--- src/common/irc_map.svh ---
// Register indices, field positions, reset values and vectors of the interrupt block
`ifndef IRC_MAP_SVH
`define IRC_MAP_SVH

// Register indices; byte address is four times the index
`define IRC_IDX_WAKE   10'h00E
`define IRC_IDX_MASK   10'h00F
`define IRC_IDX_FLAG   10'h03F
`define IRC_IDX_CAUSE  10'h040
`define IRC_IDX_EVT    10'h041
`define IRC_IDX_EVMSK  10'h042

// Source bit positions, shared by flags and mask
`define IRC_SRC_TMR    0
`define IRC_SRC_EXT    1
`define IRC_SRC_SER    2
`define IRC_SRC_CMP    3

// Wake control fields
`define IRC_WK_WUEN    0
`define IRC_WK_ROC     3
`define IRC_WK_SLEEP_CTRL_BIT    4
`define IRC_WK_WTE     5
`define IRC_WK_ODE     6
`define IRC_WAKE_RST   8'h31
`define IRC_WAKE_WMASK 8'h79
`define IRC_WAKE_SETON 8'h30

// Reset values of flags and mask
`define IRC_FLAG_RST   4'h0
`define IRC_MASK_RST   4'h0

// Cause register fields
`define IRC_CS_GIE     0
`define IRC_CS_RUN     1
`define IRC_CS_P       3
`define IRC_CS_T       4

// Sticky event bits
`define IRC_EV_HW      0
`define IRC_EV_SW      1
`define IRC_EV_WDT     2
`define IRC_EV_WAKE    3
`define IRC_EV_RST     4'h0
`define IRC_EVM_RST    4'h0

// Program vectors
`define IRC_VEC_HW     12'h001
`define IRC_VEC_SW     12'h002

`endif

--- src/common/irc_pkg.sv ---
// Types shared by the interrupt and reset cause block
package irc_pkg;

	// Four interrupt sources
	typedef logic [3:0] irc_src_t;

	// Sleep tracking modes
	typedef enum logic [1:0] {
		IRC_RUN,
		IRC_SLEEP1,
		IRC_SLEEP2
	} irc_mode_e;

endpackage

--- src/irc_cause.sv ---
// Reset cause, timeout and power-down flags, and sleep tracking
`timescale 1ns/1ps
`include "irc_map.svh"
module irc_cause
	import irc_pkg::*;
(
	input  wire logic clk,
	input  wire logic arst_n,
	input  wire logic watchdog_clear_op,
	input  wire logic sleep_op,
	input  wire logic watchdog_timeout,
	input  wire logic wake_pin_change,
	input  wire logic pin_reset,
	input  wire logic sleep_ctrl_fall,
	output logic      timeout_flag,
	output logic      power_down_flag,
	output logic      core_run,
	output logic      chip_reset,
	output logic      wake_event
);

	irc_mode_e mode;
	irc_mode_e next_mode;
	logic      rst_evt;

	assign rst_evt = watchdog_timeout | pin_reset;

	// Mode sequencing between run and the two sleep modes
	always_comb begin
		next_mode = mode;
		case (mode)
			IRC_RUN: begin
				if (rst_evt) begin
					next_mode = IRC_RUN;
				end else if (sleep_op) begin
					next_mode = IRC_SLEEP1;
				end else if (sleep_ctrl_fall) begin
					next_mode = IRC_SLEEP2;
				end
			end
			IRC_SLEEP1: begin
				if (rst_evt) begin
					next_mode = IRC_RUN;
				end
			end
			IRC_SLEEP2: begin
				if (rst_evt | wake_pin_change) begin
					next_mode = IRC_RUN;
				end
			end
			default: begin
				next_mode = IRC_RUN;
			end
		endcase
	end

	// Mode register and run release
	always_ff @(posedge clk or negedge arst_n) begin
		if (!arst_n) begin
			mode     <= IRC_RUN;
			core_run <= 1'b1;
		end else begin
			mode     <= next_mode;
			core_run <= (next_mode == IRC_RUN);
		end
	end

	// Reset request towards core and block
	always_ff @(posedge clk or negedge arst_n) begin
		if (!arst_n) begin
			chip_reset <= 1'b0;
			wake_event <= 1'b0;
		end else begin
			chip_reset <= rst_evt;
			wake_event <= (mode == IRC_SLEEP2) & wake_pin_change & ~rst_evt;
		end
	end

	// Timeout and power-down flags
	always_ff @(posedge clk or negedge arst_n) begin
		if (!arst_n) begin
			timeout_flag    <= 1'b1;
			power_down_flag <= 1'b1;
		end else if (watchdog_timeout) begin
			timeout_flag <= 1'b0;
			if (mode == IRC_SLEEP1) begin
				power_down_flag <= 1'b0;
			end
		end else if (watchdog_clear_op) begin
			timeout_flag    <= 1'b1;
			power_down_flag <= 1'b1;
		end else if (sleep_op) begin
			timeout_flag    <= 1'b1;
			power_down_flag <= 1'b0;
		end
	end

endmodule // irc_cause

--- src/irc_top.sv ---
// Interrupt controller: source flags, mask, global enable, vectors and APB registers
//
// Functional notes
// - Status register at 0x3F holds four source flags, compare, serial, pin, timer.
// - Mask register at 0x0F enables the four sources in the same order.
// - Enable instruction sets the global enable; disable instruction clears it.
// - Unmasked flag with global enable set fetches the next instruction from 001H.
// - Source flags set on their event regardless of mask and global enable.
// - Reading the status register returns flags ANDed with the mask.
// - Return-from-interrupt leaves the routine and sets the global enable.
// - Software interrupt instruction, when enabled, fetches from 002H.
// - Flags clear on power-on, pin or watchdog reset; kept over pin wake.
// - Mask bits clear on power-on, pin or watchdog reset; kept over pin wake.
// - Reset is entered on power-on and on watchdog time-out.
// - Timeout and power-down flags after each reset kind follow the cause table.
// - Watchdog clear sets both; sleep sets timeout, clears power-down; timeout clears timeout.
// - Execution stops when the sleep control bit falls and resumes with the next instruction on pin wake.
//
// Design decision made here: the APB slave port.
`timescale 1ns/1ps
`include "irc_map.svh"
module irc_top
	import irc_pkg::*;
#(
	parameter int PC_W = 12
) (
	input  wire logic            clk,
	input  wire logic            arst_n,
	input  wire logic            psel,
	input  wire logic            penable,
	input  wire logic            pwrite,
	input  wire logic [11:0]     paddr,
	input  wire logic [31:0]     pwdata,
	input  wire logic [3:0]      pstrb,
	output logic      [31:0]     prdata,
	output logic                 pready,
	output logic                 pslverr,
	input  wire logic            evt_timer_wrap,
	input  wire logic            evt_serial_done,
	input  wire logic            evt_compare_match,
	input  wire logic            ext_pin_n,
	input  wire logic            pin_reset_n,
	input  wire logic            watchdog_timeout,
	input  wire logic            wake_pin_change,
	input  wire logic            irq_on_op,
	input  wire logic            irq_off_op,
	input  wire logic            irq_return_op,
	input  wire logic            soft_irq_op,
	input  wire logic            watchdog_clear_op,
	input  wire logic            sleep_op,
	input  wire logic [PC_W-1:0] return_pc,
	output logic                 vector_take,
	output logic      [PC_W-1:0] vector_addr,
	output logic                 stack_push,
	output logic      [PC_W-1:0] push_addr,
	output logic                 core_run,
	output logic                 core_reset,
	output logic      [7:0]      wake_ctrl,
	output logic                 irq
);

	// Register hit for a byte address against a word index
	function automatic logic reg_hit(input logic [11:0] addr, input logic [9:0] idx);
		reg_hit = (addr[11:2] == idx) && (addr[1:0] == 2'b00);
	endfunction

	// Any mapped register
	function automatic logic reg_mapped(input logic [11:0] addr);
		reg_mapped = reg_hit(addr, `IRC_IDX_WAKE) | reg_hit(addr, `IRC_IDX_MASK) |
			reg_hit(addr, `IRC_IDX_FLAG) | reg_hit(addr, `IRC_IDX_CAUSE) |
			reg_hit(addr, `IRC_IDX_EVT) | reg_hit(addr, `IRC_IDX_EVMSK);
	endfunction

	irc_src_t   flags;
	irc_src_t   next_flags;
	irc_src_t   mask;
	irc_src_t   src_evt;
	logic       gie;
	logic [7:0] next_wake;
	logic       sleep_ctrl_fall;
	logic [3:0] evt_stat;
	logic [3:0] next_evt_stat;
	logic [3:0] evt_mask;
	logic [3:0] next_evt_mask;
	logic [3:0] evt_new;
	logic [2:0] ext_sync;
	logic [1:0] rst_sync;
	logic       ext_fall;
	logic       chip_reset;
	logic       wake_event;
	logic       timeout_flag;
	logic       power_down_flag;
	logic       setup_ph;
	logic       access_ph;
	logic       wr_ok;
	logic       rd_clear;
	logic       pending;
	logic       hw_take;
	logic       sw_take;
	logic [31:0] rd_mux;
	logic [7:0]  cause_val;
	logic        flag_wr;

	// Flag reset value, applied bit by bit
	localparam irc_src_t FLAG_RST = `IRC_FLAG_RST;

	// Pin synchronisers: two stages, the third only for edge detection
	always_ff @(posedge clk or negedge arst_n) begin
		if (!arst_n) begin
			ext_sync <= 3'h7;
			rst_sync <= 2'h3;
		end else begin
			ext_sync <= {ext_sync[1:0], ext_pin_n};
			rst_sync <= {rst_sync[0], pin_reset_n};
		end
	end

	// Falling edge of the active-low external request
	assign ext_fall = ext_sync[2] & ~ext_sync[1];

	// Reset cause and sleep tracking
	irc_cause u_cause (
		.clk               (clk),
		.arst_n            (arst_n),
		.watchdog_clear_op (watchdog_clear_op),
		.sleep_op          (sleep_op),
		.watchdog_timeout  (watchdog_timeout),
		.wake_pin_change   (wake_pin_change),
		.pin_reset         (~rst_sync[1]),
		.sleep_ctrl_fall   (sleep_ctrl_fall),
		.timeout_flag      (timeout_flag),
		.power_down_flag   (power_down_flag),
		.core_run          (core_run),
		.chip_reset        (chip_reset),
		.wake_event        (wake_event)
	);

	assign core_reset = chip_reset;

	// APB phase decode; registers answer in the first access cycle
	assign setup_ph  = psel & ~penable;
	assign access_ph = psel & penable & pready;
	assign wr_ok     = access_ph & pwrite & ~pslverr & pstrb[0];
	assign rd_clear  = setup_ph & ~pwrite & reg_hit(paddr, `IRC_IDX_EVT); // Clear as data is latched

	// Source events gathered in flag order
	always_comb begin
		src_evt = 4'h0;
		src_evt[`IRC_SRC_TMR] = evt_timer_wrap;
		src_evt[`IRC_SRC_EXT] = ext_fall;
		src_evt[`IRC_SRC_SER] = evt_serial_done;
		src_evt[`IRC_SRC_CMP] = evt_compare_match;
	end

	// Flag write strobe from the register bus
	assign flag_wr = wr_ok & reg_hit(paddr, `IRC_IDX_FLAG);

	// Per-source flag: software write, then a hardware set in the same cycle wins
	for (genvar s = 0; s < 4; s++) begin : g_flag
		// Next value of this flag
		always_comb begin
			next_flags[s] = flags[s];
			if (flag_wr) begin
				next_flags[s] = pwdata[s];
			end
			next_flags[s] = next_flags[s] | src_evt[s];
		end

		// Flag bit, cleared by any chip reset but not by a pin wake
		always_ff @(posedge clk or negedge arst_n) begin
			if (!arst_n) begin
				flags[s] <= FLAG_RST[s];
			end else if (chip_reset) begin
				flags[s] <= FLAG_RST[s];
			end else begin
				flags[s] <= next_flags[s];
			end
		end
	end

	// Mask register
	always_ff @(posedge clk or negedge arst_n) begin
		if (!arst_n) begin
			mask <= `IRC_MASK_RST;
		end else if (chip_reset) begin
			mask <= `IRC_MASK_RST;
		end else if (wr_ok && reg_hit(paddr, `IRC_IDX_MASK)) begin
			mask <= pwdata[3:0];
		end
	end

	// Wake control: write, then pin wake forces its fixed bits high
	always_comb begin
		next_wake = wake_ctrl;
		if (wr_ok && reg_hit(paddr, `IRC_IDX_WAKE)) begin
			next_wake = pwdata[7:0] & `IRC_WAKE_WMASK;
		end
		if (wake_event) begin
			next_wake = next_wake | `IRC_WAKE_SETON;
		end
	end

	// Wake control register and sleep bit fall detect
	always_ff @(posedge clk or negedge arst_n) begin
		if (!arst_n) begin
			wake_ctrl       <= `IRC_WAKE_RST;
			sleep_ctrl_fall <= 1'b0;
		end else if (chip_reset) begin
			wake_ctrl       <= `IRC_WAKE_RST;
			sleep_ctrl_fall <= 1'b0;
		end else begin
			wake_ctrl       <= next_wake;
			sleep_ctrl_fall <= wake_ctrl[`IRC_WK_SLEEP_CTRL_BIT] & ~next_wake[`IRC_WK_SLEEP_CTRL_BIT];
		end
	end

	// Vector arbitration; hardware request wins over a software one
	assign pending = |(flags & mask);
	assign hw_take = gie & pending & core_run & ~chip_reset;
	assign sw_take = gie & soft_irq_op & ~hw_take & core_run & ~chip_reset;

	// Global enable
	always_ff @(posedge clk or negedge arst_n) begin
		if (!arst_n) begin
			gie <= 1'b0;
		end else if (chip_reset) begin
			gie <= 1'b0;
		end else if (hw_take | sw_take) begin
			gie <= 1'b0;
		end else if (irq_on_op | irq_return_op) begin
			gie <= 1'b1;
		end else if (irq_off_op) begin
			gie <= 1'b0;
		end
	end

	// Vector towards the sequencer
	always_ff @(posedge clk or negedge arst_n) begin
		if (!arst_n) begin
			vector_take <= 1'b0;
			vector_addr <= PC_W'(`IRC_VEC_HW);
		end else begin
			vector_take <= hw_take | sw_take;
			if (hw_take) begin
				vector_addr <= PC_W'(`IRC_VEC_HW);
			end else if (sw_take) begin
				vector_addr <= PC_W'(`IRC_VEC_SW);
			end
		end
	end

	// Return address push, in the same cycle as the vector
	always_ff @(posedge clk or negedge arst_n) begin
		if (!arst_n) begin
			stack_push <= 1'b0;
			push_addr  <= '0;
		end else begin
			stack_push <= hw_take | sw_take;
			if (hw_take | sw_take) begin
				push_addr <= return_pc;
			end
		end
	end

	// Block events for the sticky status register
	always_comb begin
		evt_new = 4'h0;
		evt_new[`IRC_EV_HW]   = hw_take;
		evt_new[`IRC_EV_SW]   = sw_take;
		evt_new[`IRC_EV_WDT]  = watchdog_timeout;
		evt_new[`IRC_EV_WAKE] = wake_event;
	end

	// Sticky status: read clears, a new event in the same cycle survives
	always_comb begin
		next_evt_stat = rd_clear ? 4'h0 : evt_stat;
		next_evt_stat = next_evt_stat | evt_new;
	end

	// Sticky mask written from the register bus
	always_comb begin
		next_evt_mask = evt_mask;
		if (wr_ok && reg_hit(paddr, `IRC_IDX_EVMSK)) begin
			next_evt_mask = pwdata[3:0];
		end
	end

	// Sticky status and its mask
	always_ff @(posedge clk or negedge arst_n) begin
		if (!arst_n) begin
			evt_stat <= `IRC_EV_RST;
			evt_mask <= `IRC_EVM_RST;
		end else begin
			evt_stat <= next_evt_stat;
			evt_mask <= next_evt_mask;
		end
	end

	// Level interrupt, high while an unmasked sticky bit is set
	always_ff @(posedge clk or negedge arst_n) begin
		if (!arst_n) begin
			irq <= 1'b0;
		end else begin
			irq <= |(next_evt_stat & next_evt_mask);
		end
	end

	// Cause register contents
	always_comb begin
		cause_val = 8'h00;
		cause_val[`IRC_CS_GIE] = gie;
		cause_val[`IRC_CS_RUN] = core_run;
		cause_val[`IRC_CS_P]   = power_down_flag;
		cause_val[`IRC_CS_T]   = timeout_flag;
	end

	// Read data selection
	always_comb begin
		rd_mux = 32'h0000_0000;
		if (reg_hit(paddr, `IRC_IDX_WAKE)) begin
			rd_mux = {24'h00_0000, wake_ctrl};
		end else if (reg_hit(paddr, `IRC_IDX_MASK)) begin
			rd_mux = {28'h000_0000, mask};
		end else if (reg_hit(paddr, `IRC_IDX_FLAG)) begin
			rd_mux = {28'h000_0000, flags & mask};
		end else if (reg_hit(paddr, `IRC_IDX_CAUSE)) begin
			rd_mux = {24'h00_0000, cause_val};
		end else if (reg_hit(paddr, `IRC_IDX_EVT)) begin
			rd_mux = {28'h000_0000, evt_stat};
		end else if (reg_hit(paddr, `IRC_IDX_EVMSK)) begin
			rd_mux = {28'h000_0000, evt_mask};
		end
	end

	// APB answer: ready, data and error prepared in the setup cycle
	always_ff @(posedge clk or negedge arst_n) begin
		if (!arst_n) begin
			pready  <= 1'b0;
			pslverr <= 1'b0;
			prdata  <= 32'h0000_0000;
		end else begin
			pready  <= setup_ph;
			pslverr <= setup_ph & ~reg_mapped(paddr);
			if (setup_ph && !pwrite) begin
				prdata <= rd_mux;
			end
		end
	end

endmodule // irc_top

--- config.mk ---
export PLATFORM = sky130hd
export DESIGN_NAME = irc_top
export DESIGN_NICKNAME = d
export VERILOG_FILES = /design/src/common/irc_pkg.sv /design/src/irc_cause.sv /design/src/irc_top.sv
export VERILOG_INCLUDE_DIRS = /design/src /design/src/common
export SDC_FILE = /design/constraint.sdc
export NUM_CORES = 1
export LEC_CHECK = 0
export ABC_CLOCK_PERIOD_IN_PS = 2200
export BUFFER_PORTS_ARGS = -buffer_cell sky130_fd_sc_hd__buf_2
export CAP_MARGIN = 30
export CORE_ASPECT_RATIO = 0.5
export CORE_MARGIN = 4
export CORE_UTILIZATION = 42
export DETAILED_ROUTE_END_ITERATION = 6
export MAX_ROUTING_LAYER = met4
export PLACE_DENSITY = 0.83
export RECOVER_POWER = 50
export SLEW_MARGIN = 15
export SYNTH_ARGS = -nofsm -noshare
export SYNTH_HDL_FRONTEND = slang
export SYNTH_SLANG_ARGS = --single-unit
--- constraint.sdc ---
create_clock -name clk -period 2.2 [get_ports clk]
set_clock_uncertainty 0.2 [all_clocks]
set_input_delay 0.33 -clock clk [delete_from_list [all_inputs] [get_ports clk]]
set_output_delay 0.33 -clock clk [all_outputs]
set_load 0.05 [all_outputs]
---- Word-level counts from Yosys, hierarchy flattened ----
Cells that the tools add are included.
cells by class
  equal/unequal tests ..................... 9
  multiplexer cells ....................... 41
  reductions and logical operators ........ 22
  bitwise gates (word level) .............. 47
operator list
  cell                   count
  $mux W32               2
  $eq A10 B7 Y1 const B  3
  $mux W12               2
  $mux W4                6
  $and A1 B1 Y1          21
  $eq A10 B4 Y1 const B  2
  $mux W1                20
  $mux W8                2
  $or A1 B1 Y1           13
  $eq A10 B6 Y1 const B  1
  $logic_and A1 B1 Y1    10
  $mux W2                5
  $mux W5                2
  $not A1 Y1             10
  $and A4 B4 Y4          2
  $reduce_or A4 Y1       2
  $logic_not A2 Y1       3
  $mux W6                1
  $pmux W2 S3            1
  $reduce_bool A3 Y1     2
  $or A4 B4 Y4           1
  $reduce_bool A2 Y1     2
  $reduce_bool A4 Y1     1
  $eq A2 B1 Y1 const B   1
  4 further kinds        4
word-level totals
  output and inout bits ................... 71
  register bits ........................... 98
  word-level logic and storage cells ...... 145

---- Logic depth before layout (Yosys ltp) ----
  depth after elaboration ................. 12
  gate-level depth with buffers ........... 8
  mapped depth without buffers ............ 5

---- Modules after synthesis ----
Synthesis repeated with hierarchy kept, for this count alone.
unflattened totals
  cells, all modules ...................... 307
  area, all modules ....................... 3,074.2 µm²
by module, submodules not included
  module     cells an instance  instances  area each (µm²)  sequential area each (µm²)
  irc_top    279                1          2,791.4          1,337.5
  irc_cause  28                 1          282.8            178.9

---- Worst setup path before layout ----
No wires, ideal clock.
  path type ............................... reg-to-reg
  from .................................... reg pslverr
  to ...................................... reg wake_ctrl[0]
  data arrival time ....................... 2.169 ns
  stages on the path, launching flop included .. 6
  data required time ...................... 1.918 ns
  slack ................................... -0.250 ns
  library setup time ...................... 0.082 ns
  path through ............................ dfrtp_1 -> nand2b_1 -> or3_1 -> or4_1 -> buf_2 -> a211o_1
between the ends
  word-level cells in the longest chain between the ends .. 7
RTL lines
  item                         line            source
  start: declaration           irc_top.sv:37   output logic pslverr,
  start signal: assignment     irc_top.sv:343  pslverr <= setup_ph & ~reg_mapped(paddr);
  $not A1 Y1                   irc_top.sv:143  assign wr_ok = access_ph & pwrite & ~pslverr & pstrb[0];
  $and A1 B1 Y1 (2 in series)  irc_top.sv:143
  $logic_and A1 B1 Y1          irc_top.sv:195  if (wr_ok && reg_hit(paddr, `IRC_IDX_WAKE)) begin
  $mux W8                      irc_top.sv:195
  $mux W6                      irc_top.sv:198  if (wake_event) begin
  $mux W8                      irc_top.sv:208  end else if (chip_reset) begin
  end signal: assignment       irc_top.sv:206  wake_ctrl <= `IRC_WAKE_RST;
  end signal: assignment       irc_top.sv:209  wake_ctrl <= `IRC_WAKE_RST;
  end signal: assignment       irc_top.sv:212  wake_ctrl <= next_wake;
  end: declaration             irc_top.sv:58   output logic [7:0] wake_ctrl,
No other way between the ends. The select of a mux whose other input is x is not followed.
A chain may end at the register's enable or synchronous reset.

---- Worst setup path after layout ----
  from .................................... reg pslverr
  to ...................................... reg irq
between the ends
  word-level cells in the longest chain between the ends .. 7
RTL lines
  item                         line            source
  $not A1 Y1                   irc_top.sv:143
  $and A1 B1 Y1 (2 in series)  irc_top.sv:143
  $logic_and A1 B1 Y1          irc_top.sv:283  if (wr_ok && reg_hit(paddr, `IRC_IDX_EVMSK)) begin
  $mux W4                      irc_top.sv:283
  $and A4 B4 Y4                irc_top.sv:304  irq <= |(next_evt_stat & next_evt_mask);
  $reduce_or A4 Y1             irc_top.sv:304
  end signal: assignment       irc_top.sv:304
  end: declaration             irc_top.sv:59   output logic irq
No other way between the ends.

==> flow_summary.yaml <==
die:
  rows: 21
  die_w_um: 128
  io_pins: 149
  core_area_um2: 6830
  fp.dieH_um: 67.9
  initial_core_util_pct: 44.1
  dieArea_um2: 8670
sta:
  rsz0062_at_grt: "true"
  hold_ws_ps: 35.6
  finalHoldViolations: 0
  worstMarginPinSlew_ps: 656
  fin_ws_ps: 50.7
  max_freq_mhz: 465
  drv_slew: 0
  setup_viol: 0
  period_minus_slack_ps: 2150
  tns_ps: 0
  fin_crit_sh_pct: 97.7
  slew_headroom_pct: 56.3
worst_setup_path:
  cp_slowest_cell: "dfrtp_2"
  crit_type: "reg2reg"
  slowest_delay_ps: 390
  end_kind: "flop"
  startpoint_type: "flop"
  worstPathRequired_ps: 2180
  crit_fanout: 3
  path_cells: "nand2b_4, or3_4, buf_4, or3_1, mux2i_1, o2111ai_1"
  critical_path_arrival_ps: 2120
place:
  port_buffers: 82
  gp_congestion: 0.853
  placed_cells: 468
  dpl.hpwl_um: 5480
  dp_slack_ps: -251
detailed_routing:
  drc: 0
  vias: 2438
  routed_wl_um: 7330
  vias_per_cell: 5.01
  met2_length_um: 3520
  wire_per_inst_um: 15.0
  drt_iter0_markers: 110
  route.met3.wl_um: 639
  routed.top_layer: "met4"
  dr.pass1.iters: 4
  routedLengthMet1_um: 3070
  ant_nets: 0
clock_network:
  htreeDepth: 3
  cts.sinks: 60
  numCtsBuffers: 9
  clockBufferDepth: 2
  cts_tree: "done"
  clk_latency_ps: 320
  post_cts_buffers: 0
  clk_pin_slew_worst_paths_ps: 50
  root_buffer: "clkbuf_16"
global_routing:
  grt_pass1_wl_um: 11400
  grt_pass1_vias: 2311
  grt_antenna_before_repair: 0
  grt_max_degree: 29
  grt_remaining_overflow: 0
  track_usage_pct: 17.6
synth:
  synth_top_area_share_pct: 39.9
  synth_compound_area_share_pct: 10.2
  synth_seq_area_share_pct: 50.3
  yosysWarningCount: 0
  synth_commonest_cells: "48 x dfrtp_1, 40 x buf_4, 19 x nand2_1, 19 x nor2_1, 17 x mux2i_1"
  synthMostInstantiatedCell: "dfrtp_1"
  synth-simple-area-share_pct: 15.8
  synth_ff_type: "dfrtp_1"
  synth_edf_count: 0
  synthMuxAreaShare_pct: 10.5
  avgSynthCellArea_um2: 10.5
  yosys-top-cells-area: "dfrtp_1 40%, dfstp_2 10%, buf_4 10%, mux2i_1 5.6%, mux2_2 4.9%"
  synthCells: 286
  ys_ff_latch: 60
  synthArstFlopShare_pct: 100
  yosysUniqueCellTypes: 50
  synth.largest_area_cell: "dfrtp_1"
  synthAdderAreaFrac_pct: 0
  synth_top_family_by_area: "simple AND/OR/NAND/NOR gates"
  synth_xor_area_share_pct: 0
  synth_area_um2: 3010
pwr:
  p_leak_nw: 1.89
  ir_worst_vdd_mv: 0.525
  p_per_area_nw_per_um2: 863
run:
  cap_violations: 0
finish:
  nFillCells: 592
  layout.nets: 469
  drive_gt1_share_pct: 37.2
  diodes: 0
  fin_cells: 487
  syn_to_final_growth_pct: 26.8
hold_path:
  min_path_type: "in2reg"
outcome:
  outcome: "completed"
==> final timing paths <==
| kind | from | to | slack [ps] | depth (start not counted) |
|---|---|---|---|---|
| min reg2reg | ext_sync[0] | ext_sync[1] | 160 | 0 |
| max in group asynchronous | arst_n | push_addr[11] | 440 | 3 |
| min | wake_pin_change | u_cause.wake_event | 40 | 3 |
| max | pslverr | irq | 50 | 6 |
| max reg2reg | pslverr | irq | 50 | 6 |
| min in group asynchronous | arst_n | flags[2] | 330 | 2 |
==> cells in the final DEF (no fill, tap or decap), types with 3 or more instances in the layout <==
| master | netlist | layout |
|---|---|---|
| mux2i_1 | 17 | 17 |
| clkbuf_1 | 7 | 11 |
| nand2_1 | 19 | 19 |
| o21ai_0 | 5 | 5 |
| dlygate4sd3_1 | 0 | 4 |
| clkbuf_16 | 0 | 9 |
| and3_1 | 3 | 3 |
| or4_4 | 2 | 3 |
| a21boi_0 | 6 | 6 |
| mux2_2 | 13 | 13 |
| or2_2 | 6 | 6 |
| dfrtp_1 | 48 | 46 |
| conb_1 | 1 | 38 |
| nor3_1 | 9 | 9 |
| inv_1 | 13 | 13 |
| a21oi_1 | 12 | 12 |
| or3_1 | 5 | 4 |
| o22ai_1 | 4 | 4 |
| buf_2 | 1 | 75 |
| dfstp_2 | 12 | 12 |
| nor2_1 | 19 | 19 |
| buf_4 | 40 | 18 |
| nand2b_1 | 4 | 3 |
| nor4_1 | 3 | 3 |
==> routing by layer <==
layer | vias up | GRT usage (%)
li1 | 1133 | -
met3 | 12 | 5.07
met5 | - | -
met4 | 0 | 5.95
met1 | 1178 | 21.7
met2 | 115 | 28.5
==> metrics by stage <==
stage | cell area [µm²] | utilization (%) | power, W
2_1_floorplan | 3170 | - | 0.00183
3_3_place_gp | 3510 | 51.4 | 0.00196
3_5_place_dp | 3510 | 51.4 | 0.00198
4_1_cts | 3840 | 56.2 | 0.00333
5_1_grt | 3820 | 55.9 | 0.00343
6_report | 3820 | 55.9 | 0.00330
==> worst max-delay path: cells and delay by family, from the launching register on <==
kind            cells  cell delay (ps)
flops               1              390
compound gates      1              150
buf+inv             1              160
mux                 1              230
simple gates        3              870
==> flip-flops by register name (all words and copies together) (netlist names) <==
register                 cells
push_addr                   12
u_cause.mode                 2
sleep_ctrl_fall              1
evt_stat                     4
ext_sync                     3
prdata                       7
u_cause.wake_event           1
pready                       1
vector_addr                  2
gie                          1
irq                          1
u_cause.core_run             1
pslverr                      1
u_cause.timeout_flag         1
flags                        4
wake_ctrl                    5
mask                         4
u_cause.chip_reset           1
u_cause.power_down_flag      1
evt_mask                     4
stack_push                   1
rst_sync                     2
==> power by group <==
part	internal, W	total, W	switching [W]
clock	0.000898	0.00134	0.000444
combinational	0.000160	0.000705	0.000545
sequential	0.00120	0.00125	0.0000470
total	0.00226	0.00330	0.00104
==> logic make-up after synthesis <==
logic type | Yosys count
other | 1
AO/OA/AOI/OAI | 46
multiplexers | 30
AND/OR/NAND/NOR | 87
buffers and inverters | 62
flip-flops | 60
==> final cells by class <==
class | count | area (µm²) | area share (%)
Sequential cell | 60 | 1520 | 39.8
Multi-Input combinational cell | 201 | 1270 | 33.2
Clock inverter | 2 | 35.0 | 0.917
Clock buffer | 13 | 250 | 6.55
Inverter | 13 | 48.8 | 1.28
Tap cell | 92 | 115 | 3.01
Timing Repair Buffer | 106 | 586 | 15.3
==> timing repair <==
| item | in CTS | in global routing |
|---|---|---|
| endpoints found under the hold margin | 22 | 0 |
| resized for setup | 0 | 2 |
| hold buffers | 4 | 0 |
| endpoints found under the setup margin | 0 | 2 |
Note: power is estimated with default switching activity, not from simulation.
